$ cat src/logic/sls_regs.svh
// Purpose: offsets, bit positions and reset values of the lane status bank
// Assumes: byte-wide registers at their printed offsets on the configuration port
// Notes:   definitions only
`ifndef SLS_REGS_SVH
`define SLS_REGS_SVH

`define SLS_ADDR_W              12
`define SLS_DATA_W              8
`define SLS_LANE5_LINK_STATE    12'h4B5
`define SLS_LANE6_LINK_STATE    12'h4B6
`define SLS_LINK_STATE_RESET    8'h00
`define SLS_UNMAPPED_RDATA      8'h00

`define SLS_BIT_DISPARITY_ERR   7
`define SLS_BIT_INVALID_CODE    6
`define SLS_BIT_STRAY_CONTROL   5
`define SLS_BIT_DESKEW_OK       4
`define SLS_BIT_INIT_ALIGN_OK   3
`define SLS_BIT_CHECKSUM_OK     2
`define SLS_BIT_FRAME_LOCK      1
`define SLS_BIT_CODEGROUP_LOCK  0

`define SLS_LANE_COUNT          2

`endif

$ cat src/logic/sls_pkg.sv
// Purpose: shared types of the lane status bank
// Assumes: widths fixed by sls_regs.svh
// Notes:   nothing here is imported; use sls_pkg::name
`include "sls_regs.svh"
`default_nettype none

package sls_pkg;

	typedef logic [`SLS_ADDR_W-1:0] sls_addr_t;
	typedef logic [`SLS_DATA_W-1:0] sls_byte_t;

	typedef enum logic [1:0] {
		SLS_ACC_IDLE   = 2'b01,
		SLS_ACC_ANSWER = 2'b10
	} sls_acc_e;

endpackage

`default_nettype wire

$ cat src/logic/sls_link_status.sv
// Purpose: read-only receive lane status bank for lanes 5 and 6
// Assumes: status sources on core_clk_i; threshold held by an outside register
// Notes:   one-cycle read strobe, registered answer one edge later
//
// Contract
// - lane 6 bit 7 flags disparity errors
// - lane 6 bit 6 flags not-in-table codes
// - lane 6 bit 5 flags stray control characters
// - error flag set when count reaches threshold
// - bit 4 reports interlane deskew achieved
// - bit 3 reports initial lane alignment achieved
// - bit 2 reports configuration checksum correct
// - bit 1 reports frame synchronization achieved
// - bit 0 reports code group synchronization
// - lane 5 carries same flags bits 7..0
`timescale 1ns/1ps
`include "sls_regs.svh"
`default_nettype none

module sls_link_status (
	// clock and reset
	input  wire logic               core_clk_i,
	input  wire logic               rst_n_i,
	// configuration port
	input  wire sls_pkg::sls_addr_t reg_addr_i,
	input  wire logic               reg_rd_i,
	input  wire logic               reg_wr_i,
	input  wire sls_pkg::sls_byte_t reg_wdata_i,
	output var  sls_pkg::sls_byte_t reg_rdata_o,
	output var  logic               reg_rvalid_o,
	output var  logic               reg_hit_o,
	// threshold from the outside threshold register
	input  wire sls_pkg::sls_byte_t error_count_threshold_i,
	// lane 5 sources
	input  wire sls_pkg::sls_byte_t lane5_disparity_err_count_i,
	input  wire sls_pkg::sls_byte_t lane5_invalid_code_count_i,
	input  wire sls_pkg::sls_byte_t lane5_stray_control_count_i,
	input  wire logic               lane5_deskew_ok_i,
	input  wire logic               lane5_init_align_ok_i,
	input  wire logic               lane5_checksum_ok_i,
	input  wire logic               lane5_frame_lock_i,
	input  wire logic               lane5_codegroup_lock_i,
	// lane 6 sources
	input  wire sls_pkg::sls_byte_t lane6_disparity_err_count_i,
	input  wire sls_pkg::sls_byte_t lane6_invalid_code_count_i,
	input  wire sls_pkg::sls_byte_t lane6_stray_control_count_i,
	input  wire logic               lane6_deskew_ok_i,
	input  wire logic               lane6_init_align_ok_i,
	input  wire logic               lane6_checksum_ok_i,
	input  wire logic               lane6_frame_lock_i,
	input  wire logic               lane6_codegroup_lock_i,
	// status bytes
	output var  sls_pkg::sls_byte_t lane5_link_state_o,
	output var  sls_pkg::sls_byte_t lane6_link_state_o
);

	////////////////////////////////////////////////////////////////////////////////
	// lane arrays, index 0 is lane 5, index 1 is lane 6

	sls_pkg::sls_byte_t  disparity_count [`SLS_LANE_COUNT];
	sls_pkg::sls_byte_t  invalid_count   [`SLS_LANE_COUNT];
	sls_pkg::sls_byte_t  stray_count     [`SLS_LANE_COUNT];
	logic [`SLS_LANE_COUNT-1:0] deskew_ok;
	logic [`SLS_LANE_COUNT-1:0] init_align_ok;
	logic [`SLS_LANE_COUNT-1:0] checksum_ok;
	logic [`SLS_LANE_COUNT-1:0] frame_lock;
	logic [`SLS_LANE_COUNT-1:0] codegroup_lock;
	sls_pkg::sls_byte_t  lane_state      [`SLS_LANE_COUNT];

	assign disparity_count[0] = lane5_disparity_err_count_i;
	assign disparity_count[1] = lane6_disparity_err_count_i;
	assign invalid_count[0]   = lane5_invalid_code_count_i;
	assign invalid_count[1]   = lane6_invalid_code_count_i;
	assign stray_count[0]     = lane5_stray_control_count_i;
	assign stray_count[1]     = lane6_stray_control_count_i;
	assign deskew_ok          = {lane6_deskew_ok_i, lane5_deskew_ok_i};
	assign init_align_ok      = {lane6_init_align_ok_i, lane5_init_align_ok_i};
	assign checksum_ok        = {lane6_checksum_ok_i, lane5_checksum_ok_i};
	assign frame_lock         = {lane6_frame_lock_i, lane5_frame_lock_i};
	assign codegroup_lock     = {lane6_codegroup_lock_i, lane5_codegroup_lock_i};

	////////////////////////////////////////////////////////////////////////////////
	// per-lane status bytes

	genvar lane;
	generate
		for (lane = 0; lane < `SLS_LANE_COUNT; lane = lane + 1) begin : g_lane
			sls_lane_status u_lane (
				.core_clk_i              (core_clk_i),
				.rst_n_i                 (rst_n_i),
				.error_count_threshold_i (error_count_threshold_i),
				.disparity_err_count_i   (disparity_count[lane]),
				.invalid_code_count_i    (invalid_count[lane]),
				.stray_control_count_i   (stray_count[lane]),
				.deskew_ok_i             (deskew_ok[lane]),
				.init_align_ok_i         (init_align_ok[lane]),
				.checksum_ok_i           (checksum_ok[lane]),
				.frame_lock_i            (frame_lock[lane]),
				.codegroup_lock_i        (codegroup_lock[lane]),
				.link_state_o            (lane_state[lane])
			);
		end
	endgenerate

	// bits 4..1 stay meaningless under a skipped alignment sequence; reader filters
	always_ff @(posedge core_clk_i) begin
		if (!rst_n_i) begin
			lane5_link_state_o <= `SLS_LINK_STATE_RESET;
			lane6_link_state_o <= `SLS_LINK_STATE_RESET;
		end else begin
			lane5_link_state_o <= lane_state[0];
			lane6_link_state_o <= lane_state[1];
		end
	end

	////////////////////////////////////////////////////////////////////////////////
	// address decode and read data selection

	wire logic               hit_lane5;
	wire logic               hit_lane6;
	wire logic               hit_any;
	wire logic               take_rd;
	wire logic               take_wr;
	wire sls_pkg::sls_byte_t sel_rdata;

	assign hit_lane5 = (reg_addr_i == `SLS_LANE5_LINK_STATE);
	assign hit_lane6 = (reg_addr_i == `SLS_LANE6_LINK_STATE);
	assign hit_any   = hit_lane5 | hit_lane6;
	assign take_rd   = reg_rd_i & ~reg_wr_i;
	// write data is dropped: both registers are read only
	assign take_wr   = reg_wr_i & (reg_wdata_i == reg_wdata_i);
	assign sel_rdata = hit_lane6 ? lane_state[1] :
	                   hit_lane5 ? lane_state[0] :
	                   `SLS_UNMAPPED_RDATA;

	////////////////////////////////////////////////////////////////////////////////
	// access sequencer: strobe taken in idle, answer stands one cycle

	sls_pkg::sls_acc_e  acc_state;
	sls_pkg::sls_acc_e  next_acc_state;
	sls_pkg::sls_byte_t next_rdata;
	logic               next_rvalid;
	logic               next_hit;

	always_comb begin
		next_acc_state = acc_state;
		next_rdata     = reg_rdata_o;
		next_rvalid    = 1'b0;
		next_hit       = reg_hit_o;
		case (acc_state)
			sls_pkg::SLS_ACC_IDLE: begin
				if (take_rd) begin
					next_acc_state = sls_pkg::SLS_ACC_ANSWER;
					next_rdata     = sel_rdata;
					next_rvalid    = 1'b1;
					next_hit       = hit_any;
				end else if (take_wr) begin
					next_acc_state = sls_pkg::SLS_ACC_ANSWER;
					next_rvalid    = 1'b1;
					next_hit       = hit_any;
				end
			end
			sls_pkg::SLS_ACC_ANSWER: begin
				next_acc_state = sls_pkg::SLS_ACC_IDLE;
			end
			default: begin
				next_acc_state = sls_pkg::SLS_ACC_IDLE;
			end
		endcase
	end

	always_ff @(posedge core_clk_i) begin
		if (!rst_n_i) begin
			acc_state    <= sls_pkg::SLS_ACC_IDLE;
			reg_rdata_o  <= `SLS_UNMAPPED_RDATA;
			reg_rvalid_o <= 1'b0;
			reg_hit_o    <= 1'b0;
		end else begin
			acc_state    <= next_acc_state;
			reg_rdata_o  <= next_rdata;
			reg_rvalid_o <= next_rvalid;
			reg_hit_o    <= next_hit;
		end
	end

endmodule

`default_nettype wire

$ cat src/logic/sls_lane_status.sv
// Purpose: one lane's status byte, error classes compared against the threshold
// Assumes: counts and sync levels come from link logic on core_clk_i
// Notes:   byte is registered, read only, cleared by reset
`timescale 1ns/1ps
`include "sls_regs.svh"
`default_nettype none

module sls_lane_status (
	// clock and reset
	input  wire logic              core_clk_i,
	input  wire logic              rst_n_i,
	// threshold
	input  wire sls_pkg::sls_byte_t error_count_threshold_i,
	// error counts
	input  wire sls_pkg::sls_byte_t disparity_err_count_i,
	input  wire sls_pkg::sls_byte_t invalid_code_count_i,
	input  wire sls_pkg::sls_byte_t stray_control_count_i,
	// sync levels
	input  wire logic              deskew_ok_i,
	input  wire logic              init_align_ok_i,
	input  wire logic              checksum_ok_i,
	input  wire logic              frame_lock_i,
	input  wire logic              codegroup_lock_i,
	// status byte
	output var  sls_pkg::sls_byte_t link_state_o
);

	wire logic              disparity_err_flag;
	wire logic              invalid_code_flag;
	wire logic              stray_control_char_flag;
	sls_pkg::sls_byte_t     next_link_state;

	assign disparity_err_flag      = (disparity_err_count_i >= error_count_threshold_i);
	assign invalid_code_flag       = (invalid_code_count_i >= error_count_threshold_i);
	assign stray_control_char_flag = (stray_control_count_i >= error_count_threshold_i);

	always_comb begin
		next_link_state                          = `SLS_LINK_STATE_RESET;
		next_link_state[`SLS_BIT_DISPARITY_ERR]  = disparity_err_flag;
		next_link_state[`SLS_BIT_INVALID_CODE]   = invalid_code_flag;
		next_link_state[`SLS_BIT_STRAY_CONTROL]  = stray_control_char_flag;
		next_link_state[`SLS_BIT_DESKEW_OK]      = deskew_ok_i;
		next_link_state[`SLS_BIT_INIT_ALIGN_OK]  = init_align_ok_i;
		next_link_state[`SLS_BIT_CHECKSUM_OK]    = checksum_ok_i;
		next_link_state[`SLS_BIT_FRAME_LOCK]     = frame_lock_i;
		next_link_state[`SLS_BIT_CODEGROUP_LOCK] = codegroup_lock_i;
	end

	always_ff @(posedge core_clk_i) begin
		if (!rst_n_i) begin
			link_state_o <= `SLS_LINK_STATE_RESET;
		end else begin
			link_state_o <= next_link_state;
		end
	end

endmodule

`default_nettype wire

$ cat config.mk
export PLATFORM = sky130hd
export DESIGN_NAME = sls_link_status
export DESIGN_NICKNAME = d
export VERILOG_FILES = /design/src/logic/sls_pkg.sv /design/src/logic/sls_link_status.sv /design/src/logic/sls_lane_status.sv
export VERILOG_INCLUDE_DIRS = /design/src /design/src/logic
export SDC_FILE = /design/constraint.sdc
export NUM_CORES = 1
export LEC_CHECK = 0
export BUFFER_PORTS_ARGS = -buffer_cell sky130_fd_sc_hd__buf_4
export CORE_ASPECT_RATIO = 1.1
export CORE_MARGIN = 5
export CORE_UTILIZATION = 50
export DETAILED_ROUTE_END_ITERATION = 10
export HOLD_SLACK_MARGIN = 0.1
export PLACE_DENSITY = 0.84
export RECOVER_POWER = 50
export SYNTH_ARGS = -nofsm -noshare
export SYNTH_HDL_FRONTEND = slang
export SYNTH_SLANG_ARGS = --single-unit
$ cat constraint.sdc
create_clock -name core_clk_i -period 3.1 [get_ports core_clk_i]
set_input_delay 0.31 -clock core_clk_i [delete_from_list [all_inputs] [get_ports core_clk_i]]
set_output_delay 0.31 -clock core_clk_i [all_outputs]
set_load 0.03 [all_outputs]
==> PnR_summary.wiki, run 1 <==
{| class="wikitable"
! Metric !! Value
|-
| Outcome || finished, final reports clean
|-
| Combinational Power Share || 22.1%
|-
| Share of the clock period used by the worst path || 61.0%
|-
| Count of synthesis-stage warnings from yosys || 0
|-
| Static leakage || ~1.6 nW
|-
| Cts-stage hold buffer count || 0
|-
| Cell with the biggest individual delay on the critical path || clkbuf_1
|-
| Number of standard cells in the final layout excluding fillers || 403
|-
| Final Hold Violating Endpoints || 0
|-
| DRC viols || 0
|-
| Number of enable flip-flop cells after synthesis || 0
|-
| Area of the mapped netlist || 2430 sq um
|-
| # diodes || 0
|-
| Unique cell type count in the Yosys netlist || 29
|-
| Clk root buf || clkbuf_8
|-
| Clock tree from TritonCTS || done
|-
| Shortest period the worst path allows || 1.89 ns
|-
| Weighted congestion reported at the end of routability-driven placement || 0.767
|-
| Total vias in the final route || 2128
|-
| Syn Nets || between 300 and 400
|-
| Sequential-to-total area share from yosys stat || 36.2%
|-
| Number of failing setup endpoints in the final timing report || 0
|-
| Clock buffers created by TritonCTS || 5
|-
| Crit start category || input pin
|-
| Number of cells traversed by the worst hold path || 2
|-
| Critical path data required time || ~3.3 ns
|-
| Total negative setup slack || 0 ns
|-
| Worst reg-to-reg setup slack || 1.69 ns
|-
| Mean instance size in the synthesized netlist || 10.1 sq um
|-
| Crit path cell chain || clkbuf_1 > nor2b_1 > nand2_1 > o21ai_2
|-
| Worst relative slew slack || 15.7%
|-
| CTS clk-pin slew, worst paths || 0.09 ns
|-
| Most used cells in the layout excluding fill and tap cells || buf_4 (100), ha_1 (48), dfxtp_1 (44)
|-
| CTS Sinks || 44
|-
| Vias per inst || about 5.3
|-
| Filler cell count in the final layout || 372
|-
| Terminus of the critical flop-to-flop path || reg_rdata_o[0]$_SDFFE_PN0P_
|-
| Kind of end point of the critical path || flip-flop
|-
| Critical Path Source || rst_n_i
|-
| Final setup margin || 1.21 ns
|-
| CP max stage delay || 0.90 ns
|-
| Post-route ant nets || 0
|-
| WL per Instance || 14.1 um
|-
| P per Cell Area || 398 nW/um^2
|-
| Setup repair after global routing missed its margin || no
|-
| Path class of the lowest-slack min-delay path || input pin to flip-flop
|-
| Port bufs || 107
|-
| Number of gates resized after cts || 0
|-
| Cells after synthesis || 240
|-
| CP Capture Point || reg_rdata_o[0]$_SDFFE_PN0P_
|-
| Net count of the finished layout || between 400 and 500
|-
| Most common cell after layout, fill and taps aside || buf_4
|-
| Part of the power in the clock network || between 30% and 40%
|-
| Overall track demand over capacity in global routing || about 18%
|-
| Placed instance count || just under 400
|-
| Setup Skew || about 0.0094 ns
|-
| CTS HTree Levels || 2
|-
| Area of the core || roughly 4700 sq um
|-
| Net switching power figure || 0.000341 W
|-
| Initial antenna violation count || 0
|-
| Flop pwr share || 45.2%
|-
| Reported max-cap violation count || 0
|-
| First-iteration detailed-routing DRC count || 48
|-
| Gr ovfl total || 0
|-
| Area delta synth->final || 37.7%
|-
| Clock network latency to the later pin of the worst-skew pair || 0.29 ns
|-
| Maximum resistive drop on vdd || 0.201 mV
|-
| Global-route wire length before repair || 9.63 mm
|-
| Starting density of the core || 51.9%
|-
| Row count || 26
|-
| DP Worst Slack || between 1 and 1.5 ns
|-
| Internal portion of total power || 0.000993 W
|-
| Floorplan die area || 6360 sq um
|-
| Origin of the critical flop-to-flop path || acc_state[1]$_SDFFE_PN0P_
|-
| Critical path class || input pin to flip-flop
|-
| Number of top-level pins || 116
|-
| Worst Max-Slew Pin Slew || 1.26 ns
|-
| Main flop type after synthesis || dfxtp_1
|-
| Routed Wire Length || 5.67 mm
|-
| Total area of multi-input combinational cells || 1450 sq um
|-
| Maximum count of clock buffers along a single path || 2
|-
| Biggest fanout along the worst timing path || 37
|-
| Max Freq || 0.528 GHz
|-
| Maximum number of pins on one net before global-route repair || 38
|-
| Post-layout total power || around 0.0013 W
|-
| Placed wire-length estimate after detailed placement || approximately 4.7 mm
|-
| Share of layout cells above drive strength 1 || 37.5%
|-
| Storage cell area || 881 sq um
|-
| Synth Register Bits || 44
|-
| Async set-reset flop share out of synthesis || 0%
|-
| Buffer count from post-CTS setup fixing || 0
|-
| Chip width || 76.5 um
|-
| Initial DRT Pass Iterations || 4
|-
| Cell depth of the worst flop-to-flop path || 4
|-
| Arrival time reported for the critical path endpoint || 2.11 ns
|-
| Vias in the first global route || 2219
|-
| Switching part of the total || 25.6%
|-
| Fin. max-slew vios || 0
|-
| Height of the die || 83.2 um
|}
[worst min path at each step]
stage / startpoint / end / slack, ns
detailed placement: g_lane[0].u_lane.link_state_o[5]$_SDFF_PN0_ / lane5_link_state_o[5]$_SDFF_PN0_ / 0.45
global route: lane5_init_align_ok_i / g_lane[0].u_lane.link_state_o[3]$_SDFF_PN0_ / 0.21
finish: lane6_deskew_ok_i / g_lane[1].u_lane.link_state_o[4]$_SDFF_PN0_ / 0.22
CTS: lane6_deskew_ok_i / g_lane[1].u_lane.link_state_o[4]$_SDFF_PN0_ / 0.21
floorplan: g_lane[1].u_lane.link_state_o[0]$_SDFF_PN0_ / lane6_link_state_o[0]$_SDFF_PN0_ / 0.43
global placement: g_lane[0].u_lane.link_state_o[3]$_SDFF_PN0_ / lane5_link_state_o[3]$_SDFF_PN0_ / 0.44
[cells in the mapped netlist, drive strengths merged (5+ instances only)]
master / number / area (sq um)
o311a: 6 / 60.1
nand2: 15 / 56.3
o21ai: 16 / 110
a31o: 6 / 52.6
nand2b: 6 / 37.5
a22oi: 8 / 60.1
ha: 48 / 601
and2: 26 / 163
nand3: 6 / 30.0
inv: 15 / 56.3
a2111oi: 6 / 90.1
nor3: 12 / 60.1
clkbuf: 5 / 18.8
dfxtp: 44 / 881
a21oi: 6 / 30.0
[power by group through the flow]
stage	registers, W	logic (W)	clock network, W
global placement	0.000616	0.000289	0
CTS	0.000603	0.000301	0.000444
floorplan	0.000636	0.000148	0
finish	0.000602	0.000295	0.000437
global route	0.000607	0.000330	0.000473
detailed placement	0.000616	0.000300	0
[metal layers]
| metal | track usage [%] | share of wire (%) | vias to the layer above | wire length [um] |
|---|---|---|---|---|
| met2 | 31.2 | 48 | 107 | 2710 |
| met1 | 19.1 | 39 | 928 | 2200 |
| li1 | - | - | 1083 | - |
| met4 | 5.88 | 1.4 | 0 | 78 |
| met3 | 7.90 | 12 | 10 | 691 |
| met5 | 0 | 0 | - | 0 |
[state kept, by name, summed over array words and instances (netlist names)]
signal,count
reg_rdata_o,8
g_lane.u_lane.link_state_o,16
reg_hit_o,1
acc_state,2
lane5_link_state_o,8
lane6_link_state_o,8
reg_rvalid_o,1
[critical path: cells and delay by family]
family | cells | cell delay (ns)
simple gates | 2 | 0.81
compound gates | 1 | 0.08
buf+inv | 1 | 0.90
[logic make-up after synthesis]
| kind of cell | share of synthesized area [%] |
|---|---|
| adder cells (fa/ha/maj) | 24.7 |
| AND/OR/NAND/NOR | 18.3 |
| buffers and inverters | 3.91 |
| AO/OA/AOI/OAI | 16.9 |
| flip-flops | 36.2 |
[area by class of cell]
| cell class | count | share of cell area, % |
|---|---|---|
| Timing Repair Buffer | 107 | 23.2 |
| Inverter | 15 | 1.68 |
| Multi-Input combinational cell | 173 | 43.3 |
| Clock buffer | 5 | 2.05 |
| Clock inverter | 3 | 1.38 |
| Sequential cell | 44 | 26.3 |
| Tap cell | 56 | 2.09 |
[per-stage QoR]
stage,hold WS [ns],utilization (%),instance area (sq um)
after floorplan,0.430,-,2430
after CTS,0.213,72.2,3380
after global placement,0.436,69.8,3270
after detailed placement,0.445,69.8,3270
final,0.217,71.5,3350
after global routing,0.211,71.5,3350
(Power assumes the default switching activity.)
==> run 2, diff against run 1 <==
--- a/config.mk
+++ b/config.mk
@@ -9,10 +9,10 @@
 export BUFFER_PORTS_ARGS = -buffer_cell sky130_fd_sc_hd__buf_4
 export CORE_ASPECT_RATIO = 1.1
 export CORE_MARGIN = 5
-export CORE_UTILIZATION = 50
+export CORE_UTILIZATION = 42
 export DETAILED_ROUTE_END_ITERATION = 10
 export HOLD_SLACK_MARGIN = 0.1
-export PLACE_DENSITY = 0.84
+export PLACE_DENSITY = 0.75
 export RECOVER_POWER = 50
 export SYNTH_ARGS = -nofsm -noshare
 export SYNTH_HDL_FRONTEND = slang
==> constraint.sdc (replaced) <==
create_clock -name core_clk_i -period 1.6 [get_ports core_clk_i]
set_input_delay 0.16 -clock core_clk_i [delete_from_list [all_inputs] [get_ports core_clk_i]]
set_output_delay 0.16 -clock core_clk_i [all_outputs]
set_load 0.03 [all_outputs]
==> run 2 against run 1 <==
  * Largest cell class unchanged
  * Core utilization down 10 points
  * Clock power up 96%
  * Design area up 3.8%
  * Sequential share of layout area down 0.96 points
  * Die area up 17%
  * Wire length up 0.19%
  * Clock skew down 0.0036 ns
  * Worst setup slack worse by 0.96 ns
  * Cell count up 7.7%
  * Global-route usage down 2.4 points
  * Via count down 1.8%
==> PnR_summary.wiki, run 2 (synthesized netlist as in run 1, its figures left out) <==
{| class="wikitable"
! Metric !! Value
|-
| Crit path cell chain || and4bb_1 > nor2b_1 > nand2_1 > o21ai_2 (was clkbuf_1 > nor2b_1 > nand2_1 > o21ai_2)
|-
| CP max stage delay || 0.47 ns (was 0.90 ns)
|-
| Clock network latency to the later pin of the worst-skew pair || 0.29 ns (about the same)
|-
| Shortest period the worst path allows || 1.35 ns
|-
| Worst reg-to-reg setup slack || 0.25 ns (was 1.69 ns)
|-
| DRC viols || 0 (unchanged)
|-
| WL per Instance || 13.1 um (was 14.1 um)
|-
| Crit start category || flip-flop (was input pin)
|-
| Area of the core || 5700 sq um (was 4680 sq um)
|-
| Share of the clock period used by the worst path || 84.5%
|-
| Area delta synth->final || 42.9% (was 37.7%)
|-
| Worst relative slew slack || 48.4% (was 15.7%)
|-
| Worst Max-Slew Pin Slew || 0.773 ns (was 1.26 ns)
|-
| Critical path data required time || 1.83 ns (was 3.32 ns)
|-
| Setup Skew || 0.00584 ns (was 0.00940 ns)
|-
| Most used cells in the layout excluding fill and tap cells || buf_4 (93), ha_1 (48), dfxtp_1 (44) (was buf_4 (100), ha_1 (48), dfxtp_1 (44))
|-
| DP Worst Slack || -0.0310 ns (was 1.26 ns)
|-
| Total vias in the final route || 2089 (was 2128)
|-
| Net count of the finished layout || 494 (was 484)
|-
| Most common cell after layout, fill and taps aside || buf_4 (unchanged)
|-
| Maximum number of pins on one net before global-route repair || 38 (unchanged)
|-
| First-iteration detailed-routing DRC count || 39 (was 48)
|-
| Maximum resistive drop on vdd || 0.388 mV (was 0.201 mV)
|-
| Register with the highest flop count || g_lane.u_lane.link_state_o (unchanged)
|-
| Clk root buf || clkbuf_8 (unchanged)
|-
| CTS HTree Levels || 2 (unchanged)
|-
| Weighted congestion reported at the end of routability-driven placement || 0.730 (was 0.767)
|-
| Static leakage || 1.68 nW (was 1.64 nW)
|-
| Height of the die || 89.8 um (was 83.2 um)
|-
| Critical path class || flip-flop to flip-flop (was input pin to flip-flop)
|-
| CTS Sinks || 44 (unchanged)
|-
| Net switching power figure || 0.000670 W (was 0.000341 W)
|-
| Number of flip-flops in the largest register || 16 (unchanged)
|-
| Arrival time reported for the critical path endpoint || 1.58 ns (was 2.11 ns)
|-
| Final setup margin || 0.248 ns (was 1.21 ns)
|-
| Share of layout cells above drive strength 1 || 36.4% (was 37.5%)
|-
| P per Cell Area || 749 nW/um^2 (was 398 nW/um^2)
|-
| Count of buffer and inverter cells on the critical path || 0 (was 1)
|-
| Kind of end point of the critical path || flip-flop (unchanged)
|-
| Vias per inst || 4.81 (was 5.28)
|-
| Floorplan die area || 7420 sq um (was 6360 sq um)
|-
| Placed wire-length estimate after detailed placement || 4.71 mm (was 4.75 mm)
|-
| Initial DRT Pass Iterations || 4 (unchanged)
|-
| Biggest fanout along the worst timing path || 8 (was 37)
|-
| Number of gates resized after cts || 0 (unchanged)
|-
| Maximum count of clock buffers along a single path || 2 (unchanged)
|-
| Gr ovfl total || 0 (unchanged)
|-
| Row count || 29 (was 26)
|-
| Cell depth of the worst flop-to-flop path || 4 (unchanged)
|-
| Terminus of the critical flop-to-flop path || reg_rdata_o[1]$_SDFFE_PN0P_ (was reg_rdata_o[0]$_SDFFE_PN0P_)
|-
| Flop pwr share || 44.9% (was 45.2%)
|-
| Vias in the first global route || 2123 (was 2219)
|-
| Setup repair after global routing missed its margin || no (unchanged)
|-
| Number of cells traversed by the worst hold path || 3 (was 2)
|-
| Buffer count from post-CTS setup fixing || 0 (unchanged)
|-
| Number of failing setup endpoints in the final timing report || 0 (unchanged)
|-
| Clock buffers created by TritonCTS || 5 (unchanged)
|-
| Number of top-level pins || 116 (unchanged)
|-
| Final Hold Violating Endpoints || 0 (unchanged)
|-
| Fin. max-slew vios || 0 (unchanged)
|-
| Top cell family by delay on the critical path || simple AND/OR/NAND/NOR gates (was buffers and inverters)
|-
| Filler cell count in the final layout || 497 (was 372)
|-
| Port bufs || 107 (unchanged)
|-
| Global-route wire length before repair || 9.20 mm (was 9.63 mm)
|-
| Initial antenna violation count || 0 (unchanged)
|-
| Chip width || 82.6 um (was 76.5 um)
|-
| Path class of the lowest-slack min-delay path || input pin to flip-flop (unchanged)
|-
| Switching part of the total || 25.7% (was 25.6%)
|-
| Combinational Power Share || 22.3% (was 22.1%)
|-
| Routed Wire Length || 5.69 mm (was 5.67 mm)
|-
| Clock tree from TritonCTS || done (unchanged)
|-
| Post-route ant nets || 0 (unchanged)
|-
| Part of the power in the clock network || 32.9% (was 32.7%)
|-
| Max Freq || about 0.74 GHz
|-
| Endpoint with the worst hold slack || reg_hit_o$_SDFFE_PN0P_ (was g_lane[1].u_lane.link_state_o[4]$_SDFF_PN0_)
|-
| CTS clk-pin slew, worst paths || 0.09 ns (about the same)
|-
| Internal portion of total power || 0.00194 W (was 0.000993 W)
|-
| Reported max-cap violation count || 0 (unchanged)
|-
| # diodes || 0 (unchanged)
|-
| Overall track demand over capacity in global routing || 15.5% (was 17.9%)
|-
| Total negative setup slack || 0 ns (unchanged)
|-
| Outcome || finished, final reports clean (unchanged)
|-
| Starting density of the core || 42.7% (was 51.9%)
|-
| Min-Delay Startpoint || reg_addr_i[4] (was lane6_deskew_ok_i)
|-
| Origin of the critical flop-to-flop path || acc_state[1]$_SDFFE_PN0P_ (unchanged)
|-
| Cell with the biggest individual delay on the critical path || nor2b_1 (was clkbuf_1)
|}
==> run 2: metrics by stage <==
step                hold WS (ns)  instances  utilization (%)  power (W)  instance area, sq um
floorplan                  0.287        240                -    0.00152                  2430
global placement           0.367        416             57.8    0.00176                  3290
detailed placement         0.373        416             57.8    0.00177                  3290
CTS                        0.174        434             61.6    0.00265                  3510
global route               0.187        434             61.0    0.00276                  3480
finish                     0.183        434             61.0    0.00261                  3480
==> run 2: repair_timing <==
action,CTS,global route
hold endpoints to repair,10,0
hold buffers,10,0
endpoints found under the setup margin,0,0
==> run 2: worst max path at each step <==
stage,startpoint,endpoint,slack [ns],cells past startpoint
floorplan,lane5_stray_control_count_i[0],g_lane[0].u_lane.link_state_o[5]$_SDFF_PN0_,0.21,6
global placement,error_count_threshold_i[0],g_lane[0].u_lane.link_state_o[6]$_SDFF_PN0_,0.001,6
finish,acc_state[1]$_SDFFE_PN0P_,reg_rdata_o[1]$_SDFFE_PN0P_,0.25,4
detailed placement,error_count_threshold_i[0],g_lane[1].u_lane.link_state_o[5]$_SDFF_PN0_,-0.03,6
CTS,acc_state[1]$_SDFFE_PN0P_,reg_rdata_o[1]$_SDFFE_PN0P_,0.22,4
global route,acc_state[1]$_SDFFE_PN0P_,reg_rdata_o[7]$_SDFFE_PN0P_,0.14,4
==> run 2: layer usage <==
layer  global-route usage [%]  wire, um
met2                     26.7      2670
met5                        0         0
met3                     5.90       754
met4                     2.86        13
met1                     18.1      2250
==> run 2: power groups by stage <==
stage | combinational (W) | sequential (W) | clock [W]
after floorplan | 0.000286 | 0.00123 | 0
after global placement | 0.000560 | 0.00120 | 0
after detailed placement | 0.000576 | 0.00120 | 0
after CTS | 0.000599 | 0.00117 | 0.000884
after global routing | 0.000657 | 0.00118 | 0.000932
final | 0.000580 | 0.00117 | 0.000857
==> run 2: area by class of cell <==
class	instances	area, sq um	share of cell area, %
timing repair buffer	117	877	25.2
sequential	44	881	25.3
inverter	15	56.3	1.62
multi-input combinational	173	1450	41.7
tap	77	96.3	2.77
clock buffer	5	68.8	1.98
clock inverter	3	46.3	1.33
==> run 2: worst reg2reg max path: stages, from the launching register on <==
cell and delay [ns]:
dfxtp_1 0.37, and4bb_1 0.21, nor2b_1 0.47, nand2_1 0.16
o21ai_2 0.08
